[config.mk]
export PLATFORM = sky130hd
export DESIGN_NAME = pcoc_clock_output_ctrl
export DESIGN_NICKNAME = d
export VERILOG_FILES = /design/src/pcoc_pkg.sv /design/src/pcoc_clock_output_ctrl.sv /design/src/pcoc_ratio_divider.sv
export VERILOG_INCLUDE_DIRS = /design/src
export SDC_FILE = /design/constraint.sdc
export NUM_CORES = 1
export LEC_CHECK = 0
export BUFFER_PORTS_ARGS = -buffer_cell sky130_fd_sc_hd__clkbuf_2
export CAP_MARGIN = 15
export CORE_MARGIN = 2
export CORE_UTILIZATION = 49
export DETAILED_ROUTE_END_ITERATION = 6
export GPL_TIMING_DRIVEN = 0
export PLACE_DENSITY_LB_ADDON = 0.3
export SYNTH_ARGS = -nofsm -noshare
export SYNTH_HDL_FRONTEND = slang
export SYNTH_SLANG_ARGS = --single-unit
export TNS_END_PERCENT = 20
[constraint.sdc]
create_clock -name mclk -period 2.8 [get_ports mclk]
set_input_delay 0.7 -clock mclk [delete_from_list [all_inputs] [get_ports mclk]]
set_output_delay 0.7 -clock mclk [all_outputs]
set_load 0.01 [all_outputs]
[src/pcoc_regs.svh]
// register offsets, field positions, reset values and feedback multipliers for the pll clock output block
// assumes byte-wide registers reached over a plain address/strobe port
`ifndef PCOC_REGS_SVH
`define PCOC_REGS_SVH

`define PCOC_ADDR_W            8
`define PCOC_PLL_CONTROL_OFS   8'h3d
`define PCOC_PLL_OUT_DIV_OFS   8'h3e

`define PCOC_SEL_HI            7
`define PCOC_SEL_LO            4
`define PCOC_EN_BIT            3
`define PCOC_PD_BIT            2
`define PCOC_FB_HI             1
`define PCOC_FB_LO             0

`define PCOC_PLL_CONTROL_RST   8'h00
`define PCOC_PLL_OUT_DIV_RST   8'h08
`define PCOC_OUT_DIV_MIN       8'h08

`define PCOC_FB_MULT_A         5'h17
`define PCOC_FB_MULT_B         5'h1b
`define PCOC_FB_MULT_C         5'h1c

`endif

[src/pcoc_pkg.sv]
// types shared by the pll clock output block
// assumes nothing beyond the register header
package pcoc_pkg;
    typedef enum logic [3:0] {
        PCOC_SEL_GPIO   = 4'h0,
        PCOC_SEL_PLL    = 4'h1,
        PCOC_SEL_LOW    = 4'h2,
        PCOC_SEL_HIGH   = 4'h3,
        PCOC_SEL_XTAL1  = 4'h4,
        PCOC_SEL_XTAL2  = 4'h5,
        PCOC_SEL_XTAL4  = 4'h6,
        PCOC_SEL_XTAL8  = 4'h7,
        PCOC_SEL_TMR0   = 4'h8,
        PCOC_SEL_TMR1   = 4'h9,
        PCOC_SEL_TMR2   = 4'ha,
        PCOC_SEL_TMR3   = 4'hb
    } pcoc_sel_t;

    typedef logic [7:0] pcoc_byte_t;
endpackage

[src/pcoc_clock_output_ctrl.sv]
// pll control and auxiliary clock pin selection with its two registers
// assumes crystal, pll stage and timer events arrive as mclk-synchronous one-cycle pulses
// assumes the analog loop sits outside and reads pll_power_down and pll_feedback_mult
`include "pcoc_regs.svh"

module pcoc_clock_output_ctrl (
    // clock and reset
    input  wire logic                    mclk,
    input  wire logic                    reset,
    // register port
    input  wire logic [`PCOC_ADDR_W-1:0] reg_addr,
    input  wire pcoc_pkg::pcoc_byte_t    reg_wdata,
    input  wire logic                    reg_write,
    input  wire logic                    reg_read,
    output pcoc_pkg::pcoc_byte_t         reg_rdata,
    // event sources
    input  wire logic                    xtal_edge_tick,
    input  wire logic                    pll_stage_edge_tick,
    input  wire logic [3:0]              timer_overflow,
    // analog pll controls
    output logic                         pll_power_down,
    output logic [4:0]                   pll_feedback_mult,
    // gpio use of the pin
    input  wire logic                    gpio_out,
    input  wire logic                    gpio_drive,
    output logic                         gpio_in_level,
    // auxiliary clock pin
    input  wire logic                    aux_clock_pin_in,
    output logic                         aux_clock_pin_out,
    output logic                         aux_clock_pin_oe_n
);
    import pcoc_pkg::*;

    pcoc_byte_t pll_control;
    pcoc_byte_t pll_output_ratio;
    pcoc_byte_t next_pll_control;
    pcoc_byte_t next_pll_output_ratio;
    pcoc_byte_t next_reg_rdata;

    logic [2:0] xtal_count;
    logic [2:0] next_xtal_count;
    logic       timer_level;
    logic       next_timer_level;
    logic       pll_level;
    logic       next_aux_out;
    logic       next_aux_oe_n;
    logic [2:0] pin_sync;
    logic       next_gpio_in_level;

    logic       xtal_div8;
    logic       next_xtal_div8;

    logic [3:0] aux_clock_source_select;
    logic       aux_clock_pin_enable;
    logic [1:0] pll_feedback_ratio;
    logic       pll_run;

    assign aux_clock_source_select = pll_control[`PCOC_SEL_HI:`PCOC_SEL_LO];
    assign aux_clock_pin_enable    = pll_control[`PCOC_EN_BIT];
    assign pll_feedback_ratio      = pll_control[`PCOC_FB_HI:`PCOC_FB_LO];

    function automatic logic [4:0] fb_mult(input logic [1:0] code);
        case (code)
            2'b01:   fb_mult = `PCOC_FB_MULT_B;
            2'b10:   fb_mult = `PCOC_FB_MULT_C;
            default: fb_mult = `PCOC_FB_MULT_A;
        endcase
    endfunction

    // register file
    // unmapped addresses swallow writes and read back as zero
    always_comb begin
        next_pll_control      = pll_control;
        next_pll_output_ratio = pll_output_ratio;
        next_reg_rdata        = 8'h00;
        if (reg_write) begin
            if (reg_addr == `PCOC_PLL_CONTROL_OFS) begin
                next_pll_control = reg_wdata;
            end
            // ratio store
            // reserved ratios are stored as written; pll_run keeps them from dividing
            if (reg_addr == `PCOC_PLL_OUT_DIV_OFS) begin
                next_pll_output_ratio = reg_wdata;
            end
        end
        if (reg_read) begin
            case (reg_addr)
                `PCOC_PLL_CONTROL_OFS: next_reg_rdata = pll_control;
                `PCOC_PLL_OUT_DIV_OFS: next_reg_rdata = pll_output_ratio;
                default:               next_reg_rdata = 8'h00;
            endcase
        end
    end

    always_ff @(posedge mclk or posedge reset) begin
        if (reset) begin
            pll_control      <= `PCOC_PLL_CONTROL_RST;
            pll_output_ratio <= `PCOC_PLL_OUT_DIV_RST;
            reg_rdata        <= 8'h00;
        end else begin
            pll_control      <= next_pll_control;
            pll_output_ratio <= next_pll_output_ratio;
            reg_rdata        <= next_reg_rdata;
        end
    end

    assign pll_power_down    = pll_control[`PCOC_PD_BIT];
    assign pll_feedback_mult = fb_mult(pll_feedback_ratio);
    // ratio range guard
    // reserved ratios below eight are not divided, the stage stays quiet
    assign pll_run = !pll_power_down && (pll_output_ratio >= `PCOC_OUT_DIV_MIN);

    // first-stage edges of the analog loop arrive here as ticks
    // second stage divide
    pcoc_ratio_divider u_out_div (
        .mclk      (mclk),
        .reset     (reset),
        .run       (pll_run),
        .ratio     (pll_output_ratio),
        .edge_tick (pll_stage_edge_tick),
        .div_level (pll_level)
    );

    // crystal dividers, timer toggle and pin mux
    always_comb begin
        next_xtal_count  = xtal_count;
        next_xtal_div8   = xtal_div8;
        next_timer_level = timer_level;
        next_aux_out     = 1'b0;
        next_aux_oe_n    = 1'b0;
        if (xtal_edge_tick) begin
            next_xtal_count = xtal_count + 3'h1;
            // divide by eight needs one toggle stage past the 3-bit counter
            if (xtal_count == 3'h7) begin
                next_xtal_div8 = ~xtal_div8;
            end
        end
        // timer overflow toggle
        // the level is kept across selector changes, so a reselected timer resumes from it
        if (aux_clock_source_select[3:2] == 2'b10 &&
            timer_overflow[aux_clock_source_select[1:0]]) begin
            next_timer_level = ~timer_level;
        end
        case (aux_clock_source_select)
            PCOC_SEL_GPIO: begin
                next_aux_out  = gpio_out;
                next_aux_oe_n = ~gpio_drive;
            end
            PCOC_SEL_PLL:   next_aux_out = pll_level & aux_clock_pin_enable;
            PCOC_SEL_LOW:   next_aux_out = 1'b0;
            PCOC_SEL_HIGH:  next_aux_out = 1'b1;
            PCOC_SEL_XTAL1: next_aux_out = xtal_count[0] & aux_clock_pin_enable;
            PCOC_SEL_XTAL2: next_aux_out = xtal_count[1] & aux_clock_pin_enable;
            PCOC_SEL_XTAL4: next_aux_out = xtal_count[2] & aux_clock_pin_enable;
            PCOC_SEL_XTAL8: next_aux_out = xtal_div8 & aux_clock_pin_enable;
            PCOC_SEL_TMR0, PCOC_SEL_TMR1, PCOC_SEL_TMR2, PCOC_SEL_TMR3: begin
                next_aux_out = timer_level & aux_clock_pin_enable;
            end
            default:        next_aux_out = 1'b0;
        endcase
    end

    // every pin source leaves through one flop, so mux glitches never reach the pin
    always_ff @(posedge mclk or posedge reset) begin
        if (reset) begin
            xtal_count         <= 3'h0;
            xtal_div8          <= 1'b0;
            timer_level        <= 1'b0;
            aux_clock_pin_out  <= 1'b0;
            aux_clock_pin_oe_n <= 1'b1;
        end else begin
            xtal_count         <= next_xtal_count;
            xtal_div8          <= next_xtal_div8;
            timer_level        <= next_timer_level;
            aux_clock_pin_out  <= next_aux_out;
            aux_clock_pin_oe_n <= next_aux_oe_n;
        end
    end

    // pin input: three stages, a change counts once the last two agree
    // the first stage may go metastable, so only stages two and three are compared;
    // this costs two cycles of latency against a plain two-flop synchroniser
    always_comb begin
        next_gpio_in_level = gpio_in_level;
        if (pin_sync[1] == pin_sync[2]) begin
            next_gpio_in_level = pin_sync[2];
        end
    end

    always_ff @(posedge mclk or posedge reset) begin
        if (reset) begin
            pin_sync      <= 3'h0;
            gpio_in_level <= 1'b0;
        end else begin
            pin_sync      <= {pin_sync[1:0], aux_clock_pin_in};
            gpio_in_level <= next_gpio_in_level;
        end
    end
endmodule

[src/pcoc_ratio_divider.sv]
// edge-count divider: output toggles after every ratio input edges
// assumes edge_tick is a one-cycle pulse on mclk, one per input edge
`include "pcoc_regs.svh"

module pcoc_ratio_divider (
    // clock and reset
    input  wire logic                 mclk,
    input  wire logic                 reset,
    // control
    input  wire logic                 run,
    input  wire pcoc_pkg::pcoc_byte_t ratio,
    input  wire logic                 edge_tick,
    // divided level
    output logic                      div_level
);
    import pcoc_pkg::*;

    logic [7:0] count;
    logic [7:0] next_count;
    logic       next_div_level;

    always_comb begin
        next_count     = count;
        next_div_level = div_level;
        if (!run) begin
            // stopped: hold low so no edge leaks out
            next_count     = 8'h00;
            next_div_level = 1'b0;
        end else if (edge_tick) begin
            if (count >= ratio - 8'h01) begin
                next_count     = 8'h00;
                next_div_level = ~div_level;
            end else begin
                next_count = count + 8'h01;
            end
        end
    end

    always_ff @(posedge mclk or posedge reset) begin
        if (reset) begin
            count     <= 8'h00;
            div_level <= 1'b0;
        end else begin
            count     <= next_count;
            div_level <= next_div_level;
        end
    end
endmodule

* Word-level counts from Yosys, hierarchy flattened
Index checks and enable logic that the tools add are counted.
Operators by class: add/sub/neg operators 3, bitwise operators 10, magnitude comparators 3, muxes and demuxes 13, shift-type cells 0, reduce and logical (&&, ||, !) cells 9, equality and inequality tests 19, div/mod/pow operators 0, multiply operators 0
Operators by type and width (number):
- $mux 8 | 4
- $eq 4x3->1 const B | 4
- $eq 4x4->1 const B | 4
- $eq 8x6->1 const B | 2
- $pmux 8 s2 | 1
- $add 8x1->8 const B | 1
- $ge 8x4->1 const B | 1
- $ge 8x8->1 | 1
- $pmux 1 s8 | 1
- $pmux 4 s2 | 1
- $reduce_and 2->1 | 4
- $sub 8x1->8 const B | 1
- $and 1x1->1 | 6
- $mux 1 | 5
- $eq 2x2->1 const B | 2
- $eq 4x1->1 const B | 1
- $eq 4x2->1 const B | 1
- $logic_not 4->1 | 1
- $ne 2x2->1 const B | 2
- $not 1->1 | 4
- $reduce_or 4->1 | 1
- $add 3x1->3 const B | 1
- $eq 3x3->1 const B | 1
- $lt 2x3->1 const B | 1
- 5 further kinds | 6
Word-level totals: memory bits (read-only) 0, memories kept 0, memory bits (writable) 0, bits in latches 0, input port bits 29, register bits 44

* Longest topological paths before layout
Gate-level depths: netlist (run 1).
depth in word-level cells 5, gate-level depth with buffers 12

* Modules after synthesis
From an unflattened synthesis (run 1), not the netlist that was laid out.
Second synthesis, totals: cell total of the unflattened synthesis 200, area total of the unflattened synthesis 2383.5 µm²
By module, submodules not included:
- pcoc_clock_output_ctrl | area each 1592.8 µm², instances 1, cells each 121, seq. area each 878.3 µm²
- pcoc_ratio_divider | area each 790.8 µm², instances 1, cells each 79, seq. area each 225.2 µm²

* Worst setup path after synthesis (run 1)
No wires, ideal clock.
path kind reg-to-reg, from register pll_output_ratio[0], to register u_out_div.count[2], library setup time 0.124 ns, period minus slack after synthesis 2.382 ns, cell stages (with the launch flop) 10, arrival time 2.258 ns, path buffers 1, slack 0.418 ns, path through dfrtp_1 -> nor4_1 -> nand2_1 -> xor2_1 -> ha_1 -> nand4_1 -> o311ai_1 -> buf_2 -> nor3b_1 -> o31a_1
On the way: longest elaborated chain between the ends 5
RTL lines:
- start, declared | line pcoc_clock_output_ctrl.sv:35 | pcoc_byte_t pll_output_ratio;
- start signal, assigned | line pcoc_clock_output_ctrl.sv:98 | pll_output_ratio <= `PCOC_PLL_OUT_DIV_RST;
- start signal, assigned | line pcoc_clock_output_ctrl.sv:102 | pll_output_ratio <= next_pll_output_ratio;
- $sub 8x1->8 | line pcoc_ratio_divider.sv:30 | if (count >= ratio - 8'h01) begin
- $ge 8x8->1 | line pcoc_ratio_divider.sv:30
- $mux 8 | line pcoc_ratio_divider.sv:30
- $mux 8 | line pcoc_ratio_divider.sv:29 | end else if (edge_tick) begin
- $mux 8 | line pcoc_ratio_divider.sv:25 | if (!run) begin
- end signal, assigned | line pcoc_ratio_divider.sv:44 | count <= next_count;
- end, declared | line pcoc_ratio_divider.sv:18 | logic [7:0] count;
Parallel ways exist; a longest one is shown, timed or not. The select of a mux whose other input is x is not followed. A chain may end at the register's enable or synchronous reset.

* Worst setup path in the final report (run 1)
Same ends and word-level chain as after synthesis.

==> results of run 1 <==
## path summary, 6_finish.rpt
check                               startpoint                 end  slack, ns  cells past startpoint
hold / removal                     pin_sync[0]         pin_sync[1]       0.35                      0
min in group asynchronous                reset  u_out_div.count[6]       0.57                      2
setup / recovery           pll_output_ratio[0]  u_out_div.count[2]       0.23                      9
hold reg to reg                    pin_sync[0]         pin_sync[1]       0.35                      0
setup reg to reg           pll_output_ratio[0]  u_out_div.count[2]       0.23                      9
max in group asynchronous                reset        reg_rdata[4]       1.67                      2
## critical path, cell delays in order (launching register included)
cell and delay, ns:
dfrtp_1 0.44, nor4_2 0.41, nand2_1 0.12, xor2_1 0.16, ha_1 0.32, nand4_1 0.12
o311ai_2 0.34, clkbuf_4 0.27, nor3b_1 0.07, o31a_1 0.23
## sequential cells by signal, indices dropped and copies added (netlist names)
signal	flops
pll_control	8
pll_output_ratio	8
reg_rdata	8
u_out_div.count	8
pin_sync	3
xtal_count	3
aux_clock_pin_oe_n	1
aux_clock_pin_out	1
gpio_in_level	1
timer_level	1
u_out_div.div_level	1
xtal_div8	1
## cell type report
cell class | count | share of cell area [%]
tap | 67 | 2.97
clock buffer | 6 | 2.93
clock inverter | 2 | 0.355
multi-input combinational | 148 | 43.7
buffer | 6 | 1.20
timing repair buffer | 44 | 7.80
sequential | 44 | 39.1
inverter | 15 | 1.99
## power by group
group          switching [mW]  internal, mW
combinational           0.125         0.131
sequential             0.0486         0.695
clock                   0.217         0.197
total                   0.391          1.02
## cell usage after synthesis, drive strengths merged, types with 3 or more instances
cell	count	area (sq um)
a22oi	8	60.1
nor2	5	18.8
nor3b	4	52.6
or3b	3	26.3
mux2	18	203
a211oi	4	35.0
buf	3	20.0
a21oi	7	35.0
nor3	4	20.0
inv	15	56.3
nand2	18	67.6
nand4b	3	38.8
a21o	7	52.6
ha	18	225
clkbuf	3	11.3
nor4	3	18.8
nand2b	3	18.8
dfrtp	42	1050
xor2	4	35.0
xnor2	4	35.0
nand3	4	25.0
nor2b	9	56.3
nand3b	3	22.5
## repair_timing
item                       in CTS  in global routing
setup endpoints to repair       0                  9
resized for setup               0                  3
buffers inserted                0                  0
hold endpoints to repair        0                  0
## logic make-up after synthesis
kind of cell	count (synthesis)	synth area share, %
AO/OA/AOI/OAI	35	10.4
XOR/XNOR	8	2.91
adder cells (fa/ha/maj)	19	9.76
buffers and inverters	21	3.63
flip-flops	44	45.8
multiplexers	20	10.3
other	1	0.156
AND/OR/NAND/NOR	65	17.0
## per-layer routing
metal	vias up	GRT usage, %
met4	0	4.24
met5	-	0
met1	849	24.8
li1	865	-
met2	35	30.5
met3	6	4.20
==> flow_summary.toml, run 1 <==
[clock_network]
cts.sinks = 44
numCtsBuffers = 5
hold_buffers = 0
cts_buffer_depth = 2
cts_root_buf = "clkbuf_8"
insertion_delay_ns = 0.29
path_clk_slew_ns = 0.08
cts.htree.levels = 2
cts_tree = "done"

[route]
vias = 1755
avgRoutedWirePerCell_um = 13.9
wl_met3_um = 167
wl_um = 4610
top_layer = "met4"
ant_nets = 0
wl_met2_um = 2300
wl_met1_um = 2100
dr.pass1.iters = 4
drt_iter0_drc = 70
viasPerCell = 5.29
drc = 0

[pwr]
power_density_nw_per_um2 = 501
ir_worst_vdd_uv = 349
p_leak_nw = 1.41
finalPower_mw = 1.41

[synth]
synth_ff_type = "dfrtp_1"
syn_area_per_cell_sq_um = 11.3
synthesis.nets = 260
syn_area_sq_um = 2410
synth_edf_count = 0
ys_warn_count = 0
async_reset_ff_share_pct = 100
ys_ff_latch = 44
ys_seq_area_share_pct = 45.8
syn_inst = 213
synthDistinctLibCells = 46

[setup_path]
cp.arrival_ns = 2.76
critPathMaxFanout = 10
required_ns = 2.99
cp-end-kind = "flip-flop"
critPathLaunchType = "flip-flop"
crit_type = "reg -> reg"

[die]
rows = 25
die_area_sq_um = 5500
io_pins = 46
core_area_sq_um = 4720
start_util_pct = 51.0
die_y_um = 74.1
die_x_um = 74.1

[cells_and_area]
drive_gt1_share_pct = 33.2
nets = 311
diodes = 0
mostFrequentLayoutCell = "clkbuf_2"
fin_area_sq_um = 2820
regArea_sq_um = 1100
layout_common_cells = "44 x clkbuf_2, 42 x dfrtp_1, 18 x nand2_1, 18 x mux2_2, 18 x ha_1"
area_delta_synth_final_pct = 17.1
n_fill_cell = 414
final_util_pct = 59.8
fin_cells = 332
multi_input_area_sq_um = 1230

[sta]
tns_ns = 0
max-slew-margin-rel_pct = 40.9
post-route-min-period_ns = 2.57
max_freq_ghz = 0.388
fin_crit_sh_pct = 92.0
setup_viol = 0
hold_viol = 0
rsz0062_at_grt = "false"
setup_ws_ns = 0.225
tightest_slew_ns = 0.885
hold_slack_ns = 0.354
drv_slew = 0
fin_skew_ns = 0.00764

[placement]
dpl-instance-area_sq_um = 2710
dp_cells = 324
port_buffers = 44
dp_slack_ns = 0.133
hpwl_um = 3370
gp_congestion = 0.766

[outcome]
status = "finished, final reports clean"

[global_routing]
grt_pass1_vias = 1663
grt.overflow.total = 0
grt_max_degree = 45
grtUsageTotal_pct = 18.4
grt_pass1_wl_um = 7730
grt_antenna_before_repair = 0

[worst_hold_path]
hold_path_class = "reg -> reg"

[flow_run]
maxCapViolCount = 0
Note: power is estimated with default switching activity, not from simulation.
==> inputs of run 2 (changes only) <==
==> constraint.sdc (replaced) <==
create_clock -name mclk -period 2.3 [get_ports mclk]
set_input_delay 0.575 -clock mclk [delete_from_list [all_inputs] [get_ports mclk]]
set_output_delay 0.575 -clock mclk [all_outputs]
set_load 0.01 [all_outputs]
==> flow_summary.toml, run 2 (same netlist as run 1, synthesis figures left out) <==
[cells_and_area]
diodes = 0
mostFrequentLayoutCell = "clkbuf_2"
layout_common_cells = "44 x clkbuf_2, 39 x dfrtp_1, 18 x mux2_2"
fin_cells = 338
area_delta_synth_final_pct = 23.4
drive_gt1_share_pct = 39.1
n_fill_cell = 378
nets = 317

[sta]
tns_ns = -0.716
max_freq_ghz = 0.412
drv_slew = 0
post-route-min-period_ns = 2.43
hold_viol = 0
rsz0062_at_grt = "true"
max-slew-margin-rel_pct = 61.1
setup_viol = 9
setup_ws_ns = -0.126
tightest_slew_ns = 0.582
fin_crit_sh_pct = 105
hold_slack_ns = 0.217
fin_skew_ns = 0.00993

[setup_path]
crit_type = "reg -> reg"
required_ns = 2.49
cp.arrival_ns = 2.62
cp-end-kind = "flip-flop"
critPathMaxFanout = 5
critPathLaunchType = "flip-flop"

[route]
wl_um = 4770
drt_iter0_drc = 105
ant_nets = 0
dr.pass1.iters = 6
vias = 1799
viasPerCell = 5.32
avgRoutedWirePerCell_um = 14.1
drc = 0

[die]
die_y_um = 74.1
die_area_sq_um = 5500
die_x_um = 74.1
io_pins = 46
rows = 25
start_util_pct = 51.0
core_area_sq_um = 4720

[outcome]
status = "finished, violations left"
violations = "negative setup slack"

[pwr]
ir_worst_vdd_uv = 430
p_leak_nw = 1.49
power_density_nw_per_um2 = 625

[clock_network]
cts.htree.levels = 2
cts_buffer_depth = 2
path_clk_slew_ns = 0.09
cts_tree = "done"
cts.sinks = 44
insertion_delay_ns = 0.30
cts_root_buf = "clkbuf_8"
numCtsBuffers = 5
hold_buffers = 0

[global_routing]
grt_pass1_vias = 1710
grt_max_degree = 30
grt_antenna_before_repair = 0
grt.overflow.total = 0
grt_pass1_wl_um = 7770
grtUsageTotal_pct = 18.5

[placement]
dp_cells = 325
hpwl_um = 3380
gp_congestion = 0.799
port_buffers = 44

[worst_hold_path]
hold_path_class = "in -> async"

[flow_run]
maxCapViolCount = 0
[run 2: cell types whose count changed in the layout (fill, tap and decap cells not counted), sizes merged]
cell	before	now
inv	15	16
bufinv	0	1
clkbuf	54	52
buf	2	9
clkinv	2	0
clkinvlp	0	1
[run 2: timing repair]
item,in CTS,in global routing
setup endpoints to repair,9,9
pin swaps,6,1
cloned,1,0
resized for setup,15,6
setup buffers,4,0
[run 2: layer usage]
metal	share of wire, %	up-vias	global-route usage [%]
met5	0	-	0
met4	1.2	0	6.26
met3	3.6	8	4.47
met2	52	31	31.3
met1	44	889	23.4
li1	-	871	-
[run 2: final cells by class]
type	instances	area (sq um)	share of cell area [%]
multi-input combinational	148	1290	43.4
sequential	44	1110	37.2
timing repair buffer	50	282	9.47
tap	67	83.8	2.82
clock buffer	5	68.8	2.31
inverter	15	56.3	1.89
clock inverter	3	46.3	1.56
buffer	6	37.5	1.26
[run 2: worst paths after layout]
| kind | start | to | slack, ns | cells past startpoint |
|---|---|---|---|---|
| worst min register to register | pin_sync[0] | pin_sync[1] | 0.35 | 0 |
| worst max register to register | pll_output_ratio[1] | u_out_div.count[2] | -0.13 | 9 |
| worst min-delay path | reset | u_out_div.count[6] | 0.22 | 2 |
| max in group asynchronous | reset | aux_clock_pin_oe_n | 1.55 | 3 |
| min in group mclk | pin_sync[0] | pin_sync[1] | 0.35 | 0 |
| worst max-delay path | pll_output_ratio[1] | u_out_div.count[2] | -0.13 | 9 |
[run 2: per-stage QoR]
step / util (%) / area [sq um] / setup WS [ns] / total power, mW
5_1_grt: 62.9 / 2970 / -0.264 / 1.96
2_1_floorplan: - / 2420 / 0.00524 / 1.13
3_3_place_gp: 57.6 / 2720 / -0.242 / 1.22
6_report: 62.9 / 2970 / -0.126 / 1.86
3_5_place_dp: 58.1 / 2740 / -0.335 / 1.24
4_1_cts: 62.6 / 2960 / -0.103 / 1.86
[run 2: critical path, stage by stage, from the launching register on]
cell      delay, ns
dfrtp_2        0.45
nor4_4         0.30
nand2b_1       0.11
xor2_1         0.16
ha_1           0.34
nand4_1        0.16
o311ai_4       0.36
buf_6          0.17
nor3b_1        0.05
o31a_1         0.24
[run 2: report_power, final]
| group | internal [mW] | total [mW] | switching [mW] |
|---|---|---|---|
| combinational | 0.180 | 0.343 | 0.163 |
| clock | 0.327 | 0.604 | 0.277 |
| sequential | 0.847 | 0.910 | 0.0629 |
